## src/logic/ffod_pkg.sv

```systemverilog
// constants for the free-fall and orientation event block
// assumes an 8-bit register port and samples scaled to milli-g
package ffod_pkg;

  // register offsets on the internal register port
  localparam logic [7:0] FFOD_ADDR_FF_CFG   = 8'h10;
  localparam logic [7:0] FFOD_ADDR_WU_DUR   = 8'h11;
  localparam logic [7:0] FFOD_ADDR_ROUTE    = 8'h12;
  localparam logic [7:0] FFOD_ADDR_INT_CFG  = 8'h13;
  localparam logic [7:0] FFOD_ADDR_OR_CFG   = 8'h14;
  localparam logic [7:0] FFOD_ADDR_WU_SRC   = 8'h15;
  localparam logic [7:0] FFOD_ADDR_OR_SRC   = 8'h16;
  localparam logic [7:0] FFOD_ADDR_ALL_SRC  = 8'h17;

  // values after reset
  localparam logic [7:0] FFOD_RST_REG       = 8'h00;
  localparam logic [5:0] FFOD_RST_CNT       = 6'h00;

  // field positions
  localparam int FFOD_FF_THR_LSB   = 5;   // freefall_threshold [7:5]
  localparam int FFOD_FREEFALL_DURATION_LSB   = 0;   // freefall_duration [4:0]
  localparam int FFOD_FREEFALL_DURATION_MSB_B = 7;   // freefall_duration_msb
  localparam int FFOD_RT_FF_BIT    = 4;   // route_freefall_to_pin
  localparam int FFOD_RT_OR_BIT    = 2;   // route_orientation_to_pin
  localparam int FFOD_IC_EN_BIT    = 0;   // basic interrupts enable
  localparam int FFOD_IC_LATCH_BIT = 1;   // latch_enable
  localparam int FFOD_OR_THR_LSB   = 5;   // orientation_threshold [6:5]
  localparam int FFOD_OR_4D_BIT    = 7;   // four_direction_enable
  localparam int FFOD_WS_FF_BIT    = 5;   // freefall_flag
  localparam int FFOD_OS_CHG_BIT   = 6;   // orientation_change_flag
  localparam int FFOD_AS_FF_BIT    = 0;   // freefall_flag_combined
  localparam int FFOD_AS_OR_BIT    = 2;   // orientation_flag_combined

  localparam logic [5:0] FFOD_CNT_MAX = 6'h3F;

  // free-fall zone half width in milli-g per threshold code
  localparam logic [15:0] FFOD_FF_THR_TBL [0:7] = '{
    16'h009C, 16'h00DB, 16'h00FA, 16'h0138,
    16'h0158, 16'h0196, 16'h01D5, 16'h01F4
  };

  // 1 g times sine of 80/70/60/50 degrees, in milli-g
  localparam logic [15:0] FFOD_OR_THR_TBL [0:3] = '{
    16'h03D9, 16'h03AC, 16'h0362, 16'h02FE
  };

endpackage

```

## src/logic/ffod_core.sv

```systemverilog
// free-fall and 6D/4D orientation event logic with its registers
// assumes one sample strobe per output data period, same clock,
// and a simple synchronous register port driven by the serial front end
//
// Operation
// - freefall routing bit drives pin
// - freefall flag in two source registers
// - level mode drops when condition ends
// - latched freefall held until flag read
// - six-bit duration split across two registers
// - ignore freefall shorter than duration
// - three-bit freefall threshold, 156 to 500
// - orientation event only on position change
// - exactly one axis above, others below
// - change flag bit6, positions bits5..0
// - up flag positive, down flag negative
// - two-bit angle threshold 80 to 50
// - orientation routed and mirrored in sources
// - level orientation pulse one ODR period
// - latched orientation held until flag read
// - position bits always live
// - four-direction mode skips Z axis
// - freefall means all axes near zero
// - latch enable selects latched mode
`timescale 1ns/1ps

module ffod_core (
  input  wire logic               clk_sys_i,
  input  wire logic               rst_n_i,
  input  wire logic               reg_wr_i,
  input  wire logic               reg_rd_i,
  input  wire logic [7:0]         reg_addr_i,
  input  wire logic [7:0]         reg_wdata_i,
  output logic      [7:0]         reg_rdata_o,
  output logic                    reg_rvalid_o,
  input  wire logic               sample_valid_i,
  input  wire logic signed [15:0] accel_x_i,
  input  wire logic signed [15:0] accel_y_i,
  input  wire logic signed [15:0] accel_z_i,
  output logic                    int_o
);
  import ffod_pkg::*;

  logic [7:0] ff_cfg_r;
  logic [7:0] wu_dur_r;
  logic [7:0] route_r;
  logic [7:0] int_cfg_r;
  logic [7:0] or_cfg_r;
  logic [5:0] ff_cnt_r;
  logic       ff_flag_r;
  logic       or_flag_r;
  logic [5:0] pos_r;
  logic [5:0] last_pos_r;
  logic [7:0] rdata_r;
  logic       rvalid_r;
  logic       int_r;

  // register decode
  wire wr_ff_cfg  = reg_wr_i && (reg_addr_i == FFOD_ADDR_FF_CFG);
  wire wr_wu_dur  = reg_wr_i && (reg_addr_i == FFOD_ADDR_WU_DUR);
  wire wr_route   = reg_wr_i && (reg_addr_i == FFOD_ADDR_ROUTE);
  wire wr_int_cfg = reg_wr_i && (reg_addr_i == FFOD_ADDR_INT_CFG);
  wire wr_or_cfg  = reg_wr_i && (reg_addr_i == FFOD_ADDR_OR_CFG);
  wire rd_wu_src  = reg_rd_i && (reg_addr_i == FFOD_ADDR_WU_SRC);
  wire rd_or_src  = reg_rd_i && (reg_addr_i == FFOD_ADDR_OR_SRC);
  wire rd_all_src = reg_rd_i && (reg_addr_i == FFOD_ADDR_ALL_SRC);

  // configuration fields
  wire       latch_enable = int_cfg_r[FFOD_IC_LATCH_BIT];
  wire       int_enable   = int_cfg_r[FFOD_IC_EN_BIT];
  wire       route_ff     = route_r[FFOD_RT_FF_BIT];
  wire       route_or     = route_r[FFOD_RT_OR_BIT];
  wire       four_dir     = or_cfg_r[FFOD_OR_4D_BIT];
  wire [2:0] ff_thr_code  = ff_cfg_r[FFOD_FF_THR_LSB +: 3];
  wire [1:0] or_thr_code  = or_cfg_r[FFOD_OR_THR_LSB +: 2];
  wire [5:0] ff_duration  = {wu_dur_r[FFOD_FREEFALL_DURATION_MSB_B],
                             ff_cfg_r[FFOD_FREEFALL_DURATION_LSB +: 5]};

  wire [15:0] ff_thr = FFOD_FF_THR_TBL[ff_thr_code];
  wire [15:0] or_thr = FFOD_OR_THR_TBL[or_thr_code];

  // per-axis magnitude compares; samples arrive already in milli-g,
  // which keeps both thresholds independent of full scale
  logic signed [15:0] accel [0:2];
  logic [2:0] axis_small;
  logic [2:0] axis_big;
  logic [2:0] axis_neg;
  assign accel[0] = accel_x_i;
  assign accel[1] = accel_y_i;
  assign accel[2] = accel_z_i;

  genvar ax;
  generate
    for (ax = 0; ax < 3; ax++) begin : g_axis
      wire [15:0] mag = accel[ax][15] ? 16'(-accel[ax]) : accel[ax];
      assign axis_neg[ax]   = accel[ax][15];
      assign axis_small[ax] = mag < ff_thr;
      assign axis_big[ax]   = mag > or_thr;
    end
  endgenerate

  wire [2:0] big_masked = axis_big & (four_dir ? 3'h3 : 3'h7);
  wire       one_big    = (big_masked != 3'h0) &&
                          ((big_masked & (big_masked - 3'h1)) == 3'h0);
  wire [2:0] axis_sel   = one_big ? big_masked : 3'h0;

  logic [5:0] pos_w;
  generate
    for (ax = 0; ax < 3; ax++) begin : g_pos
      // up on positive, down on negative
      assign pos_w[2*ax+1] = axis_sel[ax] & ~axis_neg[ax];
      assign pos_w[2*ax]   = axis_sel[ax] &  axis_neg[ax];
    end
  endgenerate

  // free-fall duration tracking
  wire       all_small  = &axis_small;
  wire [5:0] cnt_inc    = (ff_cnt_r == FFOD_CNT_MAX) ? ff_cnt_r
                                                     : ff_cnt_r + 6'h1;
  wire [5:0] cnt_new    = all_small ? cnt_inc : FFOD_RST_CNT;
  wire       ff_met     = all_small && (cnt_new >= ff_duration);
  wire       ff_set     = sample_valid_i && ff_met;

  wire ff_clr = rd_wu_src || rd_all_src;
  wire or_clr = rd_or_src || rd_all_src;

  // a pending latched change blocks new ones until it is read
  wire or_block  = latch_enable && or_flag_r && !or_clr;
  wire or_chg    = sample_valid_i && (pos_w != 6'h00) &&
                   (pos_w != last_pos_r) && !or_block;

  // latched against level; set wins over a same-cycle clear
  wire ff_flag_nxt = latch_enable ? (ff_set || (ff_flag_r && !ff_clr))
                                  : (sample_valid_i ? ff_met : ff_flag_r);
  // level lasts until the next sample
  wire or_flag_nxt = latch_enable ? (or_chg || (or_flag_r && !or_clr))
                                  : (sample_valid_i ? or_chg : or_flag_r);

  wire int_nxt = int_enable && ((route_ff && ff_flag_nxt) ||
                                (route_or && or_flag_nxt));

  wire [7:0] wu_src_w  = 8'(ff_flag_r) << FFOD_WS_FF_BIT;
  wire [7:0] or_src_w  = (8'(or_flag_r) << FFOD_OS_CHG_BIT) | {2'b00, pos_r};
  wire [7:0] all_src_w = (8'(ff_flag_r) << FFOD_AS_FF_BIT) |
                         (8'(or_flag_r) << FFOD_AS_OR_BIT);
  wire [7:0] rd_mux_w  =
    (reg_addr_i == FFOD_ADDR_FF_CFG)  ? ff_cfg_r  :
    (reg_addr_i == FFOD_ADDR_WU_DUR)  ? wu_dur_r  :
    (reg_addr_i == FFOD_ADDR_ROUTE)   ? route_r   :
    (reg_addr_i == FFOD_ADDR_INT_CFG) ? int_cfg_r :
    (reg_addr_i == FFOD_ADDR_OR_CFG)  ? or_cfg_r  :
    (reg_addr_i == FFOD_ADDR_WU_SRC)  ? wu_src_w  :
    (reg_addr_i == FFOD_ADDR_OR_SRC)  ? or_src_w  :
    (reg_addr_i == FFOD_ADDR_ALL_SRC) ? all_src_w : 8'h00;

  always_ff @(posedge clk_sys_i or negedge rst_n_i) begin
    if (!rst_n_i) begin
      ff_cfg_r  <= FFOD_RST_REG;
      wu_dur_r  <= FFOD_RST_REG;
      route_r   <= FFOD_RST_REG;
      int_cfg_r <= FFOD_RST_REG;
      or_cfg_r  <= FFOD_RST_REG;
    end else begin
      if (wr_ff_cfg)  ff_cfg_r  <= reg_wdata_i;
      if (wr_wu_dur)  wu_dur_r  <= reg_wdata_i;
      if (wr_route)   route_r   <= reg_wdata_i;
      if (wr_int_cfg) int_cfg_r <= reg_wdata_i;
      if (wr_or_cfg)  or_cfg_r  <= reg_wdata_i;
    end
  end

  always_ff @(posedge clk_sys_i or negedge rst_n_i) begin
    if (!rst_n_i) begin
      ff_cnt_r   <= FFOD_RST_CNT;
      pos_r      <= 6'h00;
      last_pos_r <= 6'h00;
    end else if (sample_valid_i) begin
      ff_cnt_r <= cnt_new;
      pos_r    <= pos_w;
      if (or_chg) last_pos_r <= pos_w;
    end
  end

  always_ff @(posedge clk_sys_i or negedge rst_n_i) begin
    if (!rst_n_i) begin
      ff_flag_r <= 1'b0;
      or_flag_r <= 1'b0;
      int_r     <= 1'b0;
      rdata_r   <= 8'h00;
      rvalid_r  <= 1'b0;
    end else begin
      ff_flag_r <= ff_flag_nxt;
      or_flag_r <= or_flag_nxt;
      int_r     <= int_nxt;
      rvalid_r  <= reg_rd_i;
      if (reg_rd_i) rdata_r <= rd_mux_w;
    end
  end

  assign reg_rdata_o  = rdata_r;
  assign reg_rvalid_o = rvalid_r;
  assign int_o        = int_r;
endmodule

```

## config.mk

```make
export PLATFORM = sky130hd
export DESIGN_NAME = ffod_core
export DESIGN_NICKNAME = d
export VERILOG_FILES = /design/src/logic/ffod_pkg.sv /design/src/logic/ffod_core.sv
export SDC_FILE = /design/constraint.sdc
export NUM_CORES = 1
export LEC_CHECK = 0
export ABC_AREA = 1
export BUFFER_PORTS_ARGS = -buffer_cell sky130_fd_sc_hd__clkbuf_2
export CAP_MARGIN = 20
export CORE_ASPECT_RATIO = 1.2
export CORE_MARGIN = 2
export CORE_UTILIZATION = 33
export DETAILED_ROUTE_END_ITERATION = 6
export GPL_ROUTABILITY_DRIVEN = 0
export PLACE_DENSITY = 0.55
export SYNTH_ARGS = -nofsm -noshare
export SYNTH_HDL_FRONTEND = slang
export SYNTH_SLANG_ARGS = --single-unit
```

## constraint.sdc

```tcl
create_clock -name clk_sys_i -period 5.3 [get_ports clk_sys_i]
set_input_delay 1.06 -clock clk_sys_i [delete_from_list [all_inputs] [get_ports clk_sys_i]]
set_output_delay 1.06 -clock clk_sys_i [all_outputs]
set_load 0.01 [all_outputs]
```

==> results of run 1 <==
[flip-flops by register name, summed over array words and instances (netlist names)]
signal        count
ff_cfg_r          8
ff_cnt_r          6
ff_flag_r         1
int_cfg_r         8
int_o             1
last_pos_r        6
or_cfg_r          8
or_flag_r         1
pos_r             6
reg_rdata_o       8
reg_rvalid_o      1
route_r           8
wu_dur_r          8
[per-stage QoR]
| stage | setup slack [ns] | hold WS, ns | util [%] | instance area (um^2) |
|---|---|---|---|---|
| floorplan | 0.731 | 0.453 | - | 6150 |
| global route | 0.252 | 0.509 | 39.0 | 7110 |
| finish | 0.651 | 0.485 | 39.0 | 7110 |
| CTS | 0.626 | 0.487 | 39.0 | 7110 |
| detailed placement | 0.288 | 0.473 | 37.1 | 6770 |
| global placement | 0.340 | 0.466 | 37.1 | 6770 |
[power by group through the flow]
stage | clock network (uW) | logic, uW | registers [uW]
floorplan | 0 | 218 | 569
detailed placement | 0 | 335 | 572
finish | 666 | 333 | 563
global route | 710 | 388 | 565
CTS | 679 | 337 | 563
global placement | 0 | 334 | 572
[worst max-delay path: stages]
cell	delay, ns
clkbuf_2	0.09
inv_1	0.09
ha_1	0.17
nand2_1	0.10
nor2_2	0.14
nand2_1	0.06
nand2_1	0.10
xor2_1	0.11
ha_1	0.24
or3_1	0.37
nor4_1	0.26
nand4_1	0.13
nor2_1	0.14
nand2_1	0.11
a211oi_1	0.26
ha_1	0.28
a21boi_0	0.12
o21a_1	0.17
o21a_1	0.16
o21a_1	0.16
o21a_1	0.15
o21ai_0	0.12
o21ai_0	0.13
nand2_1	0.08
a21oi_1	0.07
[cell type report]
type | instances | area, um^2 | area share [%]
clock buffers | 13 | 270 | 3.80
repair buffers | 82 | 423 | 5.95
inverters | 119 | 447 | 6.28
clock inverters | 3 | 65.1 | 0.915
multi-input cells | 675 | 3870 | 54.5
well taps | 224 | 280 | 3.94
flip-flops and latches | 70 | 1750 | 24.6
[cells by family (layout without fill, tap and decap cells)]
group | Yosys count | in the layout | synth area share, %
and+or+nand+nor | 433 | 433 | 31.1
DFF | 70 | 70 | 28.5
adders and majority gates | 67 | 67 | 13.6
buffers and inverters | 135 | 217 | 8.51
AOI/OAI and AO/OA | 145 | 145 | 13.7
muxes | 7 | 7 | 1.28
xor gates and xnor gates | 23 | 23 | 3.28
[path summary, 6_finish.rpt]
kind                              startpoint             to  slack, ns
min in group asynchronous            rst_n_i    ff_cfg_r[1]       0.84
worst max register to register   ff_cfg_r[5]          int_o       0.82
worst max-delay path            accel_x_i[0]          int_o       0.65
worst min register to register    route_r[0]     route_r[0]       0.49
max in group asynchronous            rst_n_i  last_pos_r[3]       3.85
worst min-delay path              route_r[0]     route_r[0]       0.49
[cell usage after synthesis (all sizes together), types with 3 or more instances]
master	count
nand2	249
inv	119
nor2	83
o21ai	80
dfrtp	70
ha	67
nand3	64
a21oi	29
nand4	21
xor2	14
nor3	9
xnor2	9
buf	8
clkbuf	8
mux2	7
o21a	6
o2111ai	5
a31oi	4
a32o	4
nand3b	4
o211ai	4
a221oi	3
[layer usage]
layer	vias to the layer above	routed length [um]	global-route usage, %
met3	33	555	2.09
met5	-	0	0
met2	136	8350	31.8
met4	0	407	5.95
li1	3061	-	-
met1	2664	7790	22.7
==> results.ini, run 1 <==
[yosys]
syn_area_um2=6150
syn_area_per_cell_um2=6.98
netlist.area_leader.share_pct=28.5
synth_cell_types=43
seq_area_frac_synth_pct=28.5
ys_ff_latch=70
async_reset_ff_share_pct=100
yosys_warnings=0
synth_nets=1016
synthCells=880
synth_edf_count=0
synth_area_leader_cell=dfrtp_1
synth_area_leaders=dfrtp_1 29%, nand2_1 14%, ha_1 14%
synth_flop_cell=dfrtp_1

[floorplanning]
num_rows=54
initial_core_util_pct=33.7
design.die.area_um2=19700
fp.dieH_um=153
io_pins=79
die_w_um=129
core_um2=18200

[pwr]
p_comb_share_pct=21.3
p_int_uw=1120
switching_share_pct=28.2
p_clk_share_pct=42.6
seq_power_share_pct=36.1
p_switching_uw=440
finalPower_uw=1560
cellLeakagePower_uw=0.00362
power_density_nw_per_um2=220
ir_worst_vdd_uv=159

[global_route]
grt-ovfl-total=0
grt_max_degree=71
grt_pass1_vias=5703
grt_pass1_wl_um=28300
grt_usage_pct=18.0
antenna_found_initial=0

[cts]
clock-sinks=70
cts_buffer_depth=2
cts-buffers-inserted=9
clock_latency_ns=0.33
ctsResizeCount=0
ctsHtreeMaxLevel=3
path_clk_slew_ns=0.05
cts_setup_buffers=0
cts-root-buf=clkbuf_16
ctsHoldBuffers=0
cts_tree=done

[hold_path]
min_path_cells=2
hold_path_class=reg2reg

[finish]
layout_commonest_cell=nand2_1
fillers=1946
drive_gt1_share_pct=15.6
fin_cells=1186
insertedDiodeCount=0
most-common-layout-cells=237 x nand2_1, 103 x inv_1, 77 x clkbuf_2
syn_to_final_growth_pct=15.7
fin_nets=1093

[sta]
slew_headroom_pct=40.1
finalSetupTns_ns=0
timing.fmax_ghz=0.215
setup_viol_count_final=0
skew_ns=0.00573
slew_violations=0
fin_crit_sh_pct=87.7
finalCriticalPeriod_ns=4.65
rsz0062_at_grt=false
hold_viol_final=0
tightestPinTransition_ns=0.899

[drt]
wirelength_um=17100
drc=0
vias=5894
avgViaCountPerCell=4.97
routedWlPerCell_um=14.4
final_antenna_net_count=0
drt_iter0_markers=325
first_pass_iters=5

[placement]
place.port_buffers=78
hpwl_um=14000
post-place-cells=1170

[critical_path]
rr_worst_depth=23
arrival_ns=4.86
cp-end-kind=flop
criticalPathCategory=in2reg
crit_path_max_fanout=3
cp-start-kind=input pin
critPathRequiredTime_ns=5.52

[run]
cap_violations=0

[status]
outcome=finished, final reports clean

No activity file was read; power rests on OpenSTA's default activity.
==> run 2: changes to the inputs <==
==> constraint.sdc (replaced) <==
create_clock -name clk_sys_i -period 4.75 [get_ports clk_sys_i]
set_input_delay 0.95 -clock clk_sys_i [delete_from_list [all_inputs] [get_ports clk_sys_i]]
set_output_delay 0.95 -clock clk_sys_i [all_outputs]
set_load 0.01 [all_outputs]
==> run 2 against run 1 <==
Against the previous run:
- via count up 0.63%
- first-iteration DRC count down 7.4%
- power grew 4.2%
- non-clock buffer count is 20 higher
- worst setup slack worse by 0.33 ns
- clock-buffer cell count up 1
- register-to-register slack got worse by 0.41 ns
- combinational power up 16%
- worst hold slack worse by 0.0029 ns
- final area up 1.5%
- sequential cell count stayed put
- routed wire length increased by 1.2%
==> results.ini, run 2 (synthesis results as in run 1) <==
[status]
outcome=finished, final reports clean

[sta]
slew_violations=0  ; unchanged
hold_viol_final=0  ; unchanged
finalCriticalPeriod_ns=4.43
timing.final.ws_setup_ns=0.324  ; -0.326 ns
slew_headroom_pct=42.0  ; +1.9 points
timing.fmax_ghz=0.226
tightestPinTransition_ns=0.870  ; -0.0292 ns
skew_ns=0.00456  ; -0.00117 ns
fin_crit_sh_pct=93.2
setup_viol_count_final=0  ; unchanged
rsz0062_at_grt=false

[finish]
drive_gt1_share_pct=17.7  ; +2.1 points
most-common-layout-cells=235 x nand2_1, 103 x inv_1, 77 x clkbuf_2
multi_input_area_um2=3900  ; +0.68%
syn_to_final_growth_pct=17.4
fin_cells=1205  ; +1.6%
layout_commonest_cell=nand2_1
fillers=1970  ; +1.2%
fin_nets=1113  ; +1.8%
insertedDiodeCount=0  ; unchanged
seq_area_um2=1750  ; unchanged
fin_util_pct=39.6  ; +0.60 points

[cts]
cts_tree=done
cts-root-buf=clkbuf_16
ctsHtreeMaxLevel=3  ; unchanged
cts_buffer_depth=2  ; unchanged
clock-sinks=70  ; unchanged
clock_latency_ns=0.33  ; about the same
cts-buffers-inserted=9  ; unchanged
path_clk_slew_ns=0.05  ; about the same

[pwr]
ir_worst_vdd_uv=196  ; +23%
p_comb_share_pct=23.8  ; +2.5 points
p_switching_uw=486  ; +10%
switching_share_pct=29.9  ; +1.7 points
p_int_uw=1140  ; +1.8%
cellLeakagePower_uw=0.00369  ; +1.7%
finalPower_uw=1630  ; +4.2%
power_density_nw_per_um2=226  ; +2.6%
seq_power_share_pct=38.6  ; +2.5 points
p_clk_share_pct=37.6  ; -5.0 points

[hold_path]
hold_path_class=reg2reg
min_path_cells=2  ; unchanged

[global_route]
grt_max_degree=71  ; unchanged
met1_usage_pct=22.9  ; +0.24 points
antenna_found_initial=0  ; unchanged
grt_pass1_wl_um=28100  ; -0.88%
grt-ovfl-total=0  ; unchanged
grt.busiest_layer=met2
grtUsageMet3_pct=1.15  ; -0.94 points
grt_usage_pct=18.0  ; -0.033 points
grtUsageMet2_pct=32.2  ; +0.38 points
grt_pass1_vias=5658  ; -0.79%

[placement]
post-place-cells=1190  ; +1.7%
hpwl_um=14100  ; +1.1%
pre_cts_slack_ns=-0.165  ; -0.454 ns
place.port_buffers=78  ; unchanged

[drt]
avgViaCountPerCell=4.92  ; -0.96%
final_antenna_net_count=0  ; unchanged
drt_iter0_markers=301  ; -7.4%
drc=0  ; unchanged
vias=5931  ; +0.63%
first_pass_iters=5  ; unchanged
routedWlPerCell_um=14.4  ; -0.41%
wirelength_um=17300  ; +1.2%

[floorplanning]
io_pins=79  ; unchanged
die_w_um=129  ; unchanged
fp.dieH_um=153  ; unchanged
initial_core_util_pct=33.7  ; unchanged
core_um2=18200  ; unchanged
num_rows=54  ; unchanged
design.die.area_um2=19700  ; unchanged

[critical_path]
criticalPathCategory=in2reg
cp-end-kind=flop
arrival_ns=4.65  ; -0.21 ns
rr_worst_depth=23  ; unchanged
cp-start-kind=input pin
crit_path_max_fanout=3  ; unchanged
critPathRequiredTime_ns=4.98  ; -0.54 ns

[run]
cap_violations=0  ; unchanged

run 2: cell count changes in the layout (fill, tap and decap cells not counted), moves of 2 or more:
cell | previous run | this run
a211oi_2 | 0 | 2
nand2_2 | 11 | 13
clkbuf_1 | 1 | 3
nand2_1 | 237 | 235
a211oi_1 | 2 | 0
buf_4 | 5 | 25
bufinv_16 | 2 | 0
run 2: what timing repair did:
item / CTS / global route
hold buffers: 0 / 0
gates resized for setup: 0 / 8
setup buffers: 0 / 0
hold endpoints to repair: 0 / 0
setup endpoints to repair: 0 / 2
run 2: area by class of cell:
type | count | area share, %
inverter | 119 | 6.19
clock buffer | 14 | 3.66
clock inverter | 1 | 0.0693
multi-input combinational | 675 | 54.0
timing repair buffer | 102 | 7.94
tap | 224 | 3.88
sequential | 70 | 24.3
run 2: through the flow:
step	hold WS [ns]	setup TNS (ns)	cell area (um^2)
floorplan	0.453	0	6150
global placement	0.465	-0.0674	6920
detailed placement	0.473	-0.211	6920
CTS	0.486	0	7190
global route	0.507	0	7220
finish	0.482	0	7220
run 2: critical path: stages:
cell and delay, ns:
clkbuf_2 0.09, inv_1 0.05, ha_1 0.21, nand2_2 0.09, nor2_2 0.05, nand2_1 0.06, nand2_1 0.07, xor2_1 0.17
ha_2 0.21, or3_1 0.39, nor4_2 0.28, nand4_1 0.15, nor2_2 0.19, nand2_2 0.08, a211oi_2 0.23, ha_1 0.26
a21boi_0 0.12, o21a_1 0.17, o21a_1 0.16, o21a_1 0.16, o21a_1 0.15, o21ai_0 0.14, o21ai_1 0.10, nand2_1 0.07
a21oi_1 0.06
run 2: routing by layer:
layer,share of wire (%),vias up,wire length (um)
li1,-,3108,-
met1,45,2693,7830
met2,50,110,8630
met3,3.1,20,543
met4,1.8,0,311
met5,0,-,0
run 2: final timing paths:
check	to	slack [ns]	from
max reg2reg	int_o	0.41	ff_cfg_r[5]
min in group asynchronous	route_r[1]	0.72	rst_n_i
min reg2reg	int_cfg_r[6]	0.48	int_cfg_r[6]
max in group asynchronous	last_pos_r[4]	3.45	rst_n_i
max	int_o	0.32	accel_x_i[0]
min	int_cfg_r[6]	0.48	int_cfg_r[6]
run 2: power by group through the flow:
stage	sequential (uW)	combinational (uW)	clock [uW]
final	629	387	612
after global routing	631	446	648
after CTS	629	390	622
after detailed placement	639	387	0
after global placement	638	383	0
after floorplan	635	243	0
